[src/rtl/vcrb_pkg.sv]
package vcrb_pkg;
  // register byte offsets on the AXI4-Lite window
  localparam logic [7:0]  OFS_CMD       = 8'h00;
  localparam logic [7:0]  OFS_STATUS    = 8'h04;
  localparam logic [7:0]  OFS_WIDTH     = 8'h08;
  localparam logic [7:0]  OFS_HEIGHT    = 8'h0c;
  localparam logic [7:0]  OFS_TOP       = 8'h10;
  localparam logic [7:0]  OFS_LEFT      = 8'h14;
  localparam logic [7:0]  OFS_POST      = 8'h18;
  localparam logic [7:0]  OFS_PREVIEW   = 8'h1c;
  localparam logic [7:0]  OFS_WRPTR     = 8'h20;
  // command register bits (write one to fire)
  localparam int          CMD_CLEAR_BIT = 0;
  localparam int          CMD_RESET_BIT = 1;
  localparam int          CMD_CAL_BIT   = 2;
  localparam int          CMD_TRIG_BIT  = 3;
  // status register fields
  localparam int          ST_WRITE_BIT  = 0;
  localparam int          ST_WRAP_BIT   = 1;
  localparam int          ST_TRIG_BIT   = 2;
  localparam int          ST_STATE_LSB  = 4;
  // preview register fields
  localparam int          PV_GAIN_LSB   = 0;
  localparam int          PV_RGB_BIT    = 4;
  // geometry
  localparam int          DIM_W         = 12;
  localparam logic [11:0] WIDTH_STEP    = 12'h00a;
  localparam logic [12:0] PREVIEW_COLS  = 13'h0280;
  localparam logic [12:0] PREVIEW_ROWS  = 13'h01e0;
  // preview gain codes
  localparam logic [1:0]  GAIN_X1       = 2'h0;
  localparam logic [1:0]  GAIN_X2       = 2'h1;
  localparam logic [1:0]  GAIN_X4       = 2'h2;
  // reset values before the boot settings are loaded
  localparam logic [11:0] RST_DIM       = 12'h000;
  localparam logic [15:0] RST_POST      = 16'h0000;
  localparam logic [1:0]  RST_GAIN      = GAIN_X1;
  // bus responses
  localparam logic [1:0]  RESP_OKAY     = 2'h0;
  localparam logic [1:0]  RESP_SLVERR   = 2'h2;

  typedef enum logic [1:0] {
    VCRB_IDLE    = 2'b00,
    VCRB_CAPTURE = 2'b01,
    VCRB_POST    = 2'b10,
    VCRB_STOP    = 2'b11
  } vcrb_state_e;
endpackage : vcrb_pkg

[src/rtl/vcrb_preview_slice.sv]
`timescale 1ns/1ps
module vcrb_preview_slice
  import vcrb_pkg::*;
(
  input  wire logic        core_clk,
  input  wire logic        reset_n,
  input  wire logic        inValid,
  input  wire logic [9:0]  inData,
  input  wire logic [1:0]  gain,
  input  wire logic        rgbMode,
  output logic             prevValid,
  output logic [7:0]       prevData,
  output logic             prevRgbMode
);
  import vcrb_pkg::*;

  // pick an 8-bit window; upper bits are dropped, never saturated, so bright
  // samples wrap around at higher gain
  function automatic logic [7:0] sliceBits(input logic [9:0] s, input logic [1:0] g);
    case (g)
      GAIN_X1: sliceBits = s[9:2];
      GAIN_X2: sliceBits = s[8:1];
      default: sliceBits = s[7:0];
    endcase
  endfunction : sliceBits

  // preview register stage
  always_ff @(posedge core_clk) begin
    if (!reset_n) begin
      prevValid   <= 1'b0;
      prevData    <= 8'h00;
      prevRgbMode <= 1'b0;
    end else begin
      prevValid   <= inValid;
      prevData    <= inValid ? sliceBits(inData, gain) : prevData;
      prevRgbMode <= rgbMode;
    end
  end
endmodule : vcrb_preview_slice

[src/rtl/vcrb_ring_ptr.sv]
`timescale 1ns/1ps
module vcrb_ring_ptr #(
  parameter int ADDR_W = 29
) (
  input  wire logic              core_clk,
  input  wire logic              reset_n,
  input  wire logic              clear,
  input  wire logic              pixWrite,
  input  wire logic              frameDone,
  input  wire logic [ADDR_W-1:0] frameWords,
  output logic      [ADDR_W-1:0] wrAddr,
  output logic      [ADDR_W-1:0] frameBase,
  output logic                   wrapped
);
  logic [ADDR_W-1:0] base_q;
  logic [ADDR_W-1:0] off_q;
  logic [ADDR_W:0]   pixSum;
  logic [ADDR_W:0]   nextBase;
  logic              wrapEv;

  // a carry out of either sum means the ring rolled past its last word
  assign pixSum    = {1'b0, base_q} + {1'b0, off_q};
  assign nextBase  = {1'b0, base_q} + {1'b0, frameWords};
  assign wrAddr    = pixSum[ADDR_W-1:0];
  assign frameBase = base_q;
  assign wrapEv    = (pixWrite && pixSum[ADDR_W]) || (frameDone && nextBase[ADDR_W]);

  // frame base and in-frame offset
  always_ff @(posedge core_clk) begin
    if (!reset_n || clear) begin
      base_q <= '0;
      off_q  <= '0;
    end else if (frameDone) begin
      base_q <= nextBase[ADDR_W-1:0];
      off_q  <= '0;
    end else if (pixWrite) begin
      off_q  <= off_q + 1'b1;
    end
  end

  // sticky wrap flag; a wrap event in the clear cycle still sets it
  always_ff @(posedge core_clk) begin
    if (!reset_n) begin
      wrapped <= 1'b0;
    end else begin
      wrapped <= (wrapped && !clear) || wrapEv;
    end
  end
endmodule : vcrb_ring_ptr

[src/rtl/vcrb_top.sv]
// The register offsets and the AXI4-Lite slave port were decided locally.
`timescale 1ns/1ps
module vcrb_top
  import vcrb_pkg::*;
#(
  parameter int ADDR_W = 29
) (
  input  wire logic              core_clk,
  input  wire logic              reset_n,
  input  wire logic [7:0]        s_axi_awaddr,
  input  wire logic              s_axi_awvalid,
  output logic                   s_axi_awready,
  input  wire logic [31:0]       s_axi_wdata,
  input  wire logic [3:0]        s_axi_wstrb,
  input  wire logic              s_axi_wvalid,
  output logic                   s_axi_wready,
  output logic [1:0]             s_axi_bresp,
  output logic                   s_axi_bvalid,
  input  wire logic              s_axi_bready,
  input  wire logic [7:0]        s_axi_araddr,
  input  wire logic              s_axi_arvalid,
  output logic                   s_axi_arready,
  output logic [31:0]            s_axi_rdata,
  output logic [1:0]             s_axi_rresp,
  output logic                   s_axi_rvalid,
  input  wire logic              s_axi_rready,
  input  wire logic              pixValid,
  input  wire logic              pixFrameStart,
  input  wire logic              pixFrameEnd,
  input  wire logic [DIM_W-1:0]  pixRow,
  input  wire logic [DIM_W-1:0]  pixCol,
  input  wire logic [9:0]        pixData,
  input  wire logic              extTrigger,
  input  wire logic              dlReq,
  output logic                   dlGrant,
  output logic                   writingFlag,
  output logic                   memWrEn,
  output logic [ADDR_W-1:0]      memWrAddr,
  output logic [9:0]             memWrData,
  output logic                   calStart,
  output logic                   prevValid,
  output logic [7:0]             prevData,
  output logic                   preview_rgb_mode,
  input  wire logic [DIM_W-1:0]  bootWidth,
  input  wire logic [DIM_W-1:0]  bootHeight,
  input  wire logic [DIM_W-1:0]  bootTop,
  input  wire logic [DIM_W-1:0]  bootLeft,
  input  wire logic [15:0]       bootPost,
  input  wire logic [1:0]        bootGain,
  input  wire logic              bootRgbMode
);
  import vcrb_pkg::*;

  // bus slave state
  logic              awHeld_q;
  logic [7:0]        awAddr_q;
  logic              wHeld_q;
  logic [31:0]       wData_q;
  logic [3:0]        wStrb_q;
  logic              doWrite;
  // configuration
  logic [DIM_W-1:0]  width_q;
  logic [DIM_W-1:0]  height_q;
  logic [DIM_W-1:0]  top_q;
  logic [DIM_W-1:0]  left_q;
  logic [15:0]       post_q;
  logic [1:0]        gain_q;
  logic              rgb_q;
  logic              bootPend_q;
  logic [31:0]       merged;
  // control
  vcrb_state_e       state_q;
  logic [15:0]       postCnt_q;
  logic              inFrame_q;
  logic              trigFlag_q;
  logic              extTrig_q;
  logic              cmdClear;
  logic              cmdReset;
  logic              cmdCal;
  logic              cmdTrig;
  logic              trigEv;
  logic              writing;
  logic              frameDone;
  // capture datapath
  logic [12:0]       relRow;
  logic [12:0]       relCol;
  logic              inRoi;
  logic              writeNow;
  logic              prevIn;
  logic [ADDR_W-1:0] ringAddr;
  logic [ADDR_W-1:0] ringBase;
  logic              wrapFlag;
  logic [23:0]       frameWords;

  // offsets that answer OKAY; everything else gets SLVERR
  function automatic logic regKnown(input logic [7:0] a);
    case (a)
      OFS_CMD, OFS_STATUS, OFS_WIDTH, OFS_HEIGHT, OFS_TOP,
      OFS_LEFT, OFS_POST, OFS_PREVIEW, OFS_WRPTR: regKnown = 1'b1;
      default:                                   regKnown = 1'b0;
    endcase
  endfunction : regKnown

  // byte-lane merge of write data over the current register value
  function automatic logic [31:0] laneMerge(input logic [31:0] cur, input logic [31:0] nw,
                                            input logic [3:0] strb);
    for (int i = 0; i < 4; i++) begin
      laneMerge[i*8 +: 8] = strb[i] ? nw[i*8 +: 8] : cur[i*8 +: 8];
    end
  endfunction : laneMerge

  // register readback, also the base for byte-lane merges
  function automatic logic [31:0] regRead(input logic [7:0] a);
    case (a)
      OFS_STATUS:  regRead = {26'h0, state_q, 1'b0, trigFlag_q, wrapFlag, writing};
      OFS_WIDTH:   regRead = {20'h0, width_q};
      OFS_HEIGHT:  regRead = {20'h0, height_q};
      OFS_TOP:     regRead = {20'h0, top_q};
      OFS_LEFT:    regRead = {20'h0, left_q};
      OFS_POST:    regRead = {16'h0, post_q};
      OFS_PREVIEW: regRead = {27'h0, rgb_q, 2'h0, gain_q};
      OFS_WRPTR:   regRead = 32'(ringBase);
      default:     regRead = 32'h0000_0000;
    endcase
  endfunction : regRead

  // address and data are taken independently, each held until the write fires
  assign s_axi_awready = !awHeld_q && !s_axi_bvalid;
  assign s_axi_wready  = !wHeld_q && !s_axi_bvalid;
  assign doWrite       = awHeld_q && wHeld_q && !s_axi_bvalid;
  assign merged        = laneMerge(regRead(awAddr_q), wData_q, wStrb_q);

  always_ff @(posedge core_clk) begin
    if (!reset_n) begin
      awHeld_q <= 1'b0;
      awAddr_q <= 8'h00;
      wHeld_q  <= 1'b0;
      wData_q  <= 32'h0000_0000;
      wStrb_q  <= 4'h0;
    end else begin
      if (s_axi_awvalid && s_axi_awready) begin
        awHeld_q <= 1'b1;
        awAddr_q <= s_axi_awaddr;
      end else if (doWrite) begin
        awHeld_q <= 1'b0;
      end
      if (s_axi_wvalid && s_axi_wready) begin
        wHeld_q <= 1'b1;
        wData_q <= s_axi_wdata;
        wStrb_q <= s_axi_wstrb;
      end else if (doWrite) begin
        wHeld_q <= 1'b0;
      end
    end
  end

  // write response, one cycle after both halves are held
  always_ff @(posedge core_clk) begin
    if (!reset_n) begin
      s_axi_bvalid <= 1'b0;
      s_axi_bresp  <= RESP_OKAY;
    end else if (doWrite) begin
      s_axi_bvalid <= 1'b1;
      s_axi_bresp  <= regKnown(awAddr_q) ? RESP_OKAY : RESP_SLVERR;
    end else if (s_axi_bready) begin
      s_axi_bvalid <= 1'b0;
    end
  end

  // read channel: one outstanding read, data the cycle after the address
  assign s_axi_arready = !s_axi_rvalid;

  always_ff @(posedge core_clk) begin
    if (!reset_n) begin
      s_axi_rvalid <= 1'b0;
      s_axi_rdata  <= 32'h0000_0000;
      s_axi_rresp  <= RESP_OKAY;
    end else if (s_axi_arvalid && s_axi_arready) begin
      s_axi_rvalid <= 1'b1;
      s_axi_rdata  <= regRead(s_axi_araddr);
      s_axi_rresp  <= regKnown(s_axi_araddr) ? RESP_OKAY : RESP_SLVERR;
    end else if (s_axi_rready) begin
      s_axi_rvalid <= 1'b0;
    end
  end

  // command pulses; only byte lane 0 carries command bits
  assign cmdClear = doWrite && awAddr_q == OFS_CMD && wStrb_q[0] && wData_q[CMD_CLEAR_BIT];
  assign cmdReset = doWrite && awAddr_q == OFS_CMD && wStrb_q[0] && wData_q[CMD_RESET_BIT];
  assign cmdCal   = doWrite && awAddr_q == OFS_CMD && wStrb_q[0] && wData_q[CMD_CAL_BIT];
  assign cmdTrig  = doWrite && awAddr_q == OFS_CMD && wStrb_q[0] && wData_q[CMD_TRIG_BIT];

  // configuration: boot values load one cycle after reset or on a reset command
  always_ff @(posedge core_clk) begin
    if (!reset_n) begin
      bootPend_q <= 1'b1;
      width_q    <= RST_DIM;
      height_q   <= RST_DIM;
      top_q      <= RST_DIM;
      left_q     <= RST_DIM;
      post_q     <= RST_POST;
      gain_q     <= RST_GAIN;
      rgb_q      <= 1'b0;
    end else if (bootPend_q) begin
      bootPend_q <= 1'b0;
      width_q    <= bootWidth;
      height_q   <= bootHeight;
      top_q      <= bootTop;
      left_q     <= bootLeft;
      post_q     <= bootPost;
      gain_q     <= bootGain;
      rgb_q      <= bootRgbMode;
    end else if (cmdReset) begin
      bootPend_q <= 1'b1;
    end else if (doWrite) begin
      case (awAddr_q)
        // widths off the ten-pixel grid are dropped, old value kept
        OFS_WIDTH:   if (merged[11:0] % WIDTH_STEP == 12'h000) begin
          width_q <= merged[11:0];
        end
        OFS_HEIGHT:  height_q <= merged[11:0];
        OFS_TOP:     top_q    <= merged[11:0];
        OFS_LEFT:    left_q   <= merged[11:0];
        OFS_POST:    post_q   <= merged[15:0];
        OFS_PREVIEW: begin
          gain_q <= merged[PV_GAIN_LSB +: 2];
          rgb_q  <= merged[PV_RGB_BIT];
        end
        default: ;
      endcase
    end
  end

  // one-shot calibrate request toward the sensor column converters
  always_ff @(posedge core_clk) begin
    if (!reset_n) begin
      calStart <= 1'b0;
    end else begin
      calStart <= cmdCal;
    end
  end

  // trigger edge: the external pin is synchronous, a rising edge counts
  always_ff @(posedge core_clk) begin
    if (!reset_n) begin
      extTrig_q <= 1'b0;
    end else begin
      extTrig_q <= extTrigger;
    end
  end
  assign trigEv = cmdTrig || (extTrigger && !extTrig_q);

  // capture state machine; reset wins over an erase in the same write
  always_ff @(posedge core_clk) begin
    if (!reset_n) begin
      state_q   <= VCRB_IDLE;
      postCnt_q <= 16'h0000;
    end else if (cmdReset) begin
      state_q   <= VCRB_IDLE;
    end else if (cmdClear) begin
      state_q   <= VCRB_CAPTURE;
    end else begin
      case (state_q)
        VCRB_IDLE: state_q <= VCRB_IDLE;
        VCRB_CAPTURE: if (trigEv) begin
          state_q   <= (post_q == 16'h0000) ? VCRB_STOP : VCRB_POST;
          postCnt_q <= post_q;
        end
        VCRB_POST: if (frameDone) begin
          postCnt_q <= postCnt_q - 16'h0001;
          if (postCnt_q == 16'h0001) state_q <= VCRB_STOP;
        end
        VCRB_STOP: state_q <= VCRB_STOP;
        default:   state_q <= VCRB_IDLE;
      endcase
    end
  end

  assign writing     = (state_q == VCRB_CAPTURE) || (state_q == VCRB_POST);
  assign writingFlag = writing;
  assign dlGrant     = dlReq && !writing;

  // trigger seen flag, set wins over the erase that clears it
  always_ff @(posedge core_clk) begin
    if (!reset_n) begin
      trigFlag_q <= 1'b0;
    end else begin
      trigFlag_q <= (trigFlag_q && !cmdClear && !cmdReset)
                    || (trigEv && state_q == VCRB_CAPTURE);
    end
  end

  // capture joins at the next frame start; a trigger with post_q zero, a clear or a reset can stop it mid-frame
  always_ff @(posedge core_clk) begin
    if (!reset_n) begin
      inFrame_q <= 1'b0;
    end else if (cmdClear || cmdReset || !writing || pixFrameEnd) begin
      inFrame_q <= 1'b0;
    end else if (pixFrameStart) begin
      inFrame_q <= 1'b1;
    end
  end
  assign frameDone = pixFrameEnd && inFrame_q && writing;

  // region test relative to the programmed corner
  assign relRow     = {1'b0, pixRow} - {1'b0, top_q};
  assign relCol     = {1'b0, pixCol} - {1'b0, left_q};
  assign inRoi      = pixRow >= top_q && pixCol >= left_q
                      && relRow < {1'b0, height_q} && relCol < {1'b0, width_q};
  assign writeNow   = pixValid && inRoi && inFrame_q && writing && !cmdClear && !cmdReset;
  assign prevIn     = writeNow && relRow < PREVIEW_ROWS && relCol < PREVIEW_COLS;
  assign frameWords = width_q * height_q;

  vcrb_ring_ptr #(
    .ADDR_W     (ADDR_W)
  ) u_ring (
    .core_clk   (core_clk),
    .reset_n    (reset_n),
    .clear      (cmdClear || cmdReset),
    .pixWrite   (writeNow),
    .frameDone  (frameDone),
    .frameWords (ADDR_W'(frameWords)),
    .wrAddr     (ringAddr),
    .frameBase  (ringBase),
    .wrapped    (wrapFlag)
  );

  // memory write port; samples go out untouched by gain or colour mode
  always_ff @(posedge core_clk) begin
    if (!reset_n) begin
      memWrEn   <= 1'b0;
      memWrAddr <= '0;
      memWrData <= 10'h000;
    end else begin
      memWrEn   <= writeNow;
      memWrAddr <= writeNow ? ringAddr : memWrAddr;
      memWrData <= writeNow ? pixData : memWrData;
    end
  end

  vcrb_preview_slice u_prev (
    .core_clk    (core_clk),
    .reset_n     (reset_n),
    .inValid     (prevIn),
    .inData      (pixData),
    .gain        (gain_q),
    .rgbMode     (rgb_q),
    .prevValid   (prevValid),
    .prevData    (prevData),
    .prevRgbMode (preview_rgb_mode)
  );
endmodule : vcrb_top

[config.mk]
export PLATFORM = sky130hd
export DESIGN_NAME = vcrb_top
export DESIGN_NICKNAME = d
export VERILOG_FILES = /design/src/rtl/vcrb_pkg.sv /design/src/rtl/vcrb_preview_slice.sv /design/src/rtl/vcrb_ring_ptr.sv /design/src/rtl/vcrb_top.sv
export SDC_FILE = /design/constraint.sdc
export NUM_CORES = 1
export LEC_CHECK = 0
export BUFFER_PORTS_ARGS = -buffer_cell sky130_fd_sc_hd__buf_2
export CAP_MARGIN = 20
export CORE_ASPECT_RATIO = 0.8
export CORE_MARGIN = 2
export CORE_UTILIZATION = 35
export CTS_CLUSTER_SIZE = 8
export DETAILED_ROUTE_END_ITERATION = 8
export RECOVER_POWER = 25
export SLEW_MARGIN = 25
export SYNTH_ARGS = -nofsm -noshare
export SYNTH_HDL_FRONTEND = slang
export SYNTH_SLANG_ARGS = --single-unit
[constraint.sdc]
create_clock -name core_clk -period 6.5 [get_ports core_clk]
set_input_delay 1.3 -clock core_clk [delete_from_list [all_inputs] [get_ports core_clk]]
set_output_delay 1.3 -clock core_clk [all_outputs]
set_load 0.02 [all_outputs]
==> flow_summary.yaml <==
worst_setup_path:
  cpMaxStageDelayCell: "dfxtp_2"
  critPathMaxStageDelay_ns: 0.48
  path_delay_family: "compound AO/OA/AOI/OAI gates"
  path_buf_inv: 4
  start_kind: "flop"
  cp.arrival_ns: 6.75
  critPathCaptureType: "flop"
  critPathMaxFanout: 12
  critPathKind: "flop to flop"
  critPathRequiredTime_ns: 7.02
clocking:
  cts_hold_buf: 0
  cts_tree: "built"
  cts_sinks: 260
  clk_pin_slew_worst_paths_ns: 0.05
  clk_latency_ns: 0.58
  cts_max_level: 2
  root_buffer: "clkbuf_16"
  cts_buffers: 39
  clockBufferDepth: 3
final_layout:
  nNetsFinal: 3468
  finalCoreUtilization_pct: 42.0
  diodes: 0
  syn_to_final_growth_pct: 18.3
  drive_above_1_share_pct: 15.1
  fillCellCount: 6151
routing:
  routed_wl_um: 79200
  ant_nets: 0
  wl_per_cell_um: 20.8
  via_count: 21078
  drtIter0Drc: 2257
  vias_per_cell: 5.53
  route.detailed.drc: 0
  drtPass1Iterations: 9
sta:
  relSlewSlack_pct: -105
  worst_pin_slew_ns: 3.08
  slew_viol_final: 134
  min_period_ns: 6.23
  period_share_pct: 95.9
  finalClockSkew_ns: 0.0407
  setup-violations-final: 0
  grt_setup_unrepaired: "true"
  hold_viol: 0
  fmax_mhz: 160
yosys:
  synthTopCellsByCount: "nand2_1, a21oi_1, dfxtp_1"
  synth-main-ff-cell: "dfxtp_1"
  synth-edff-count: 0
  syn_area_sq_um: 21200
  yosys_warnings: 0
  avgSynthCellArea_sq_um: 7.73
  synth_area_leaders: "dfxtp_1, fa_1, ha_1"
  synth.largest_area_cell: "dfxtp_1"
  synth_cell_types: 104
  synthArstFlopShare_pct: 0
  ys_seq_area_share_pct: 24.5
  synthCells: 2746
  synth_top_area_share_pct: 24.5
  synth_most_common_cell: "nand2_1"
  ys_ff_latch: 260
min_path:
  min_path_type: "flop to flop"
grt:
  track_usage_pct: 25.0
  top_usage_layer: "met2"
  grt_pass1_wl_um: 120000
  grt_pass1_vias: 19912
  antenna_found_initial: 1
  grt_max_degree: 75
  grtUsageMet3_pct: 8.91
  met2_usage_pct: 35.5
  grt_overflow_total: 0
  met1_usage_pct: 34.8
die:
  num_io_pins: 259
  die_w_um: 279
  initial_core_util_pct: 35.5
  coreArea_sq_um: 59800
  die_area_sq_um: 62700
  num_rows: 80
  dieHeight_um: 224
placement:
  port_buffers: 235
  place.gp.congestion: 0.977
  dp_hpwl_um: 62200
power_and_ir_drop:
  powerDensity_nw_per_um2: 197
  p_leak_nw: 10.5
  p_total_mw: 4.95
  ir_drop_uv: 176
run:
  maxCapViolCount: 2
status:
  status: "finished with violations"
  violations: "max-capacitance violations, max-slew violations"
[stage by stage]
step	hold slack (ns)	setup TNS [ns]	area [sq um]	instances	setup slack, ns
2_1_floorplan	0.431	0	21200	2750	0.369
3_3_place_gp	0.434	0	23900	3758	0.101
3_5_place_dp	0.441	0	23900	3758	0.0921
4_1_cts	0.450	0	25000	3809	0.0297
5_1_grt	0.460	-0.0339	25100	3812	-0.0339
6_report	0.449	0	25100	3812	0.269
[placed cells by master, fill, tap and decap left out, types with 11 or more instances in the layout]
cell       instances
clkbuf_1          88
xnor2_1           44
buf_2            154
nand2b_1          12
nor2_1           183
nor3_1            41
and3_1            18
or3_1             27
o21bai_1          12
nand3_1           82
nand2_1          408
o21ai_1           16
ha_1             154
o21ai_0          158
a21oi_1          339
a21boi_0          11
mux2i_1           27
a31oi_1           30
a221oi_1          14
o21a_1            26
nor4_1            12
nor2b_1           14
fa_1             126
a21o_1            15
inv_1            251
and2_1            28
xor2_1            16
a22oi_1           16
dfxtp_1          251
buf_4            151
clkbuf_16         39
a211oi_1          23
nand4_1           29
[final timing paths]
path / start / endpoint / slack (ns) / cells past startpoint
worst max register to register: awAddr_q[2]$_SDFFE_PN0P_ / width_q[2]$_SDFFE_PN0P_ / 0.27 / 27
worst min-delay path: memWrAddr[10]$_SDFFE_PN0P_ / memWrAddr[10]$_SDFFE_PN0P_ / 0.45 / 2
worst max-delay path: awAddr_q[2]$_SDFFE_PN0P_ / width_q[2]$_SDFFE_PN0P_ / 0.27 / 27
worst min register to register: memWrAddr[10]$_SDFFE_PN0P_ / memWrAddr[10]$_SDFFE_PN0P_ / 0.45 / 2
[area by class of cell]
cell class,count,area (sq um),share of cell area [%]
clock buffers,48,1040,4.14
well taps,779,975,3.88
multi-input cells,2077,14600,58.2
flip-flops and latches,260,5220,20.8
inverters,256,962,3.83
clock inverters,3,55.1,0.219
repair buffers,389,2240,8.94
[flip-flops by register name, indices dropped and copies added, names as in the netlist, 10 cells and up]
| register | cells |
|---|---|
| post_q | 16 |
| u_ring.off_q | 29 |
| left_q | 12 |
| memWrAddr | 29 |
| memWrData | 10 |
| height_q | 12 |
| postCnt_q | 16 |
| s_axi_rdata | 29 |
| width_q | 12 |
| top_q | 12 |
| wData_q | 16 |
| u_ring.frameBase | 29 |
[what timing repair did]
| action | CTS | global route |
|---|---|---|
| endpoints found under the setup margin | 1 | 23 |
| gates resized for setup | 1 | 49 |
| buffers inserted | 0 | 3 |
| pin swaps | 0 | 10 |
[worst reg2reg max path: stages (launching register included)]
cell      delay, ns
dfxtp_2        0.48
buf_4          0.26
o21ai_0        0.15
a22o_1         0.35
a221o_2        0.47
buf_4          0.19
xnor2_1        0.17
nand3_1        0.12
and4_1         0.29
o31ai_4        0.26
o311ai_2       0.17
a21oi_2        0.20
nor2_1         0.08
ha_1           0.23
nand3_1        0.09
nand2_1        0.06
a311oi_1       0.26
o21ai_1        0.13
a31oi_2        0.19
mux2i_2        0.31
ha_1           0.29
or3_1          0.37
o32ai_2        0.25
a22o_1         0.22
buf_12         0.14
nand3_1        0.09
a31oi_1        0.23
buf_4          0.18
[cell families (layout without fill, tap and decap cells)]
kind of cell,count (synthesis),in the layout,share of synthesized area (%)
AND/OR/NAND/NOR,919,919,20.0
AO/OA/AOI/OAI,777,777,22.4
other,1,5,0.0177
multiplexers,36,36,1.76
adder cells (fa/ha/maj),280,280,21.0
XOR/XNOR,60,60,2.48
flip-flops,260,260,24.5
buffers and inverters,413,696,7.83
[power breakdown]
part	total (mW)	switching, mW	leakage, nW	internal [mW]
sequential	1.72	0.0840	2.12	1.64
clock	1.89	0.780	0.532	1.12
combinational	1.33	0.800	7.89	0.533
[metal layers]
metal | wire [um] | share of wire [%]
met5 | 12 | 0.015
met3 | 9460 | 12
met4 | 2820 | 3.6
met1 | 35300 | 45
met2 | 31600 | 40
Power figures use the tool's default switching activity.
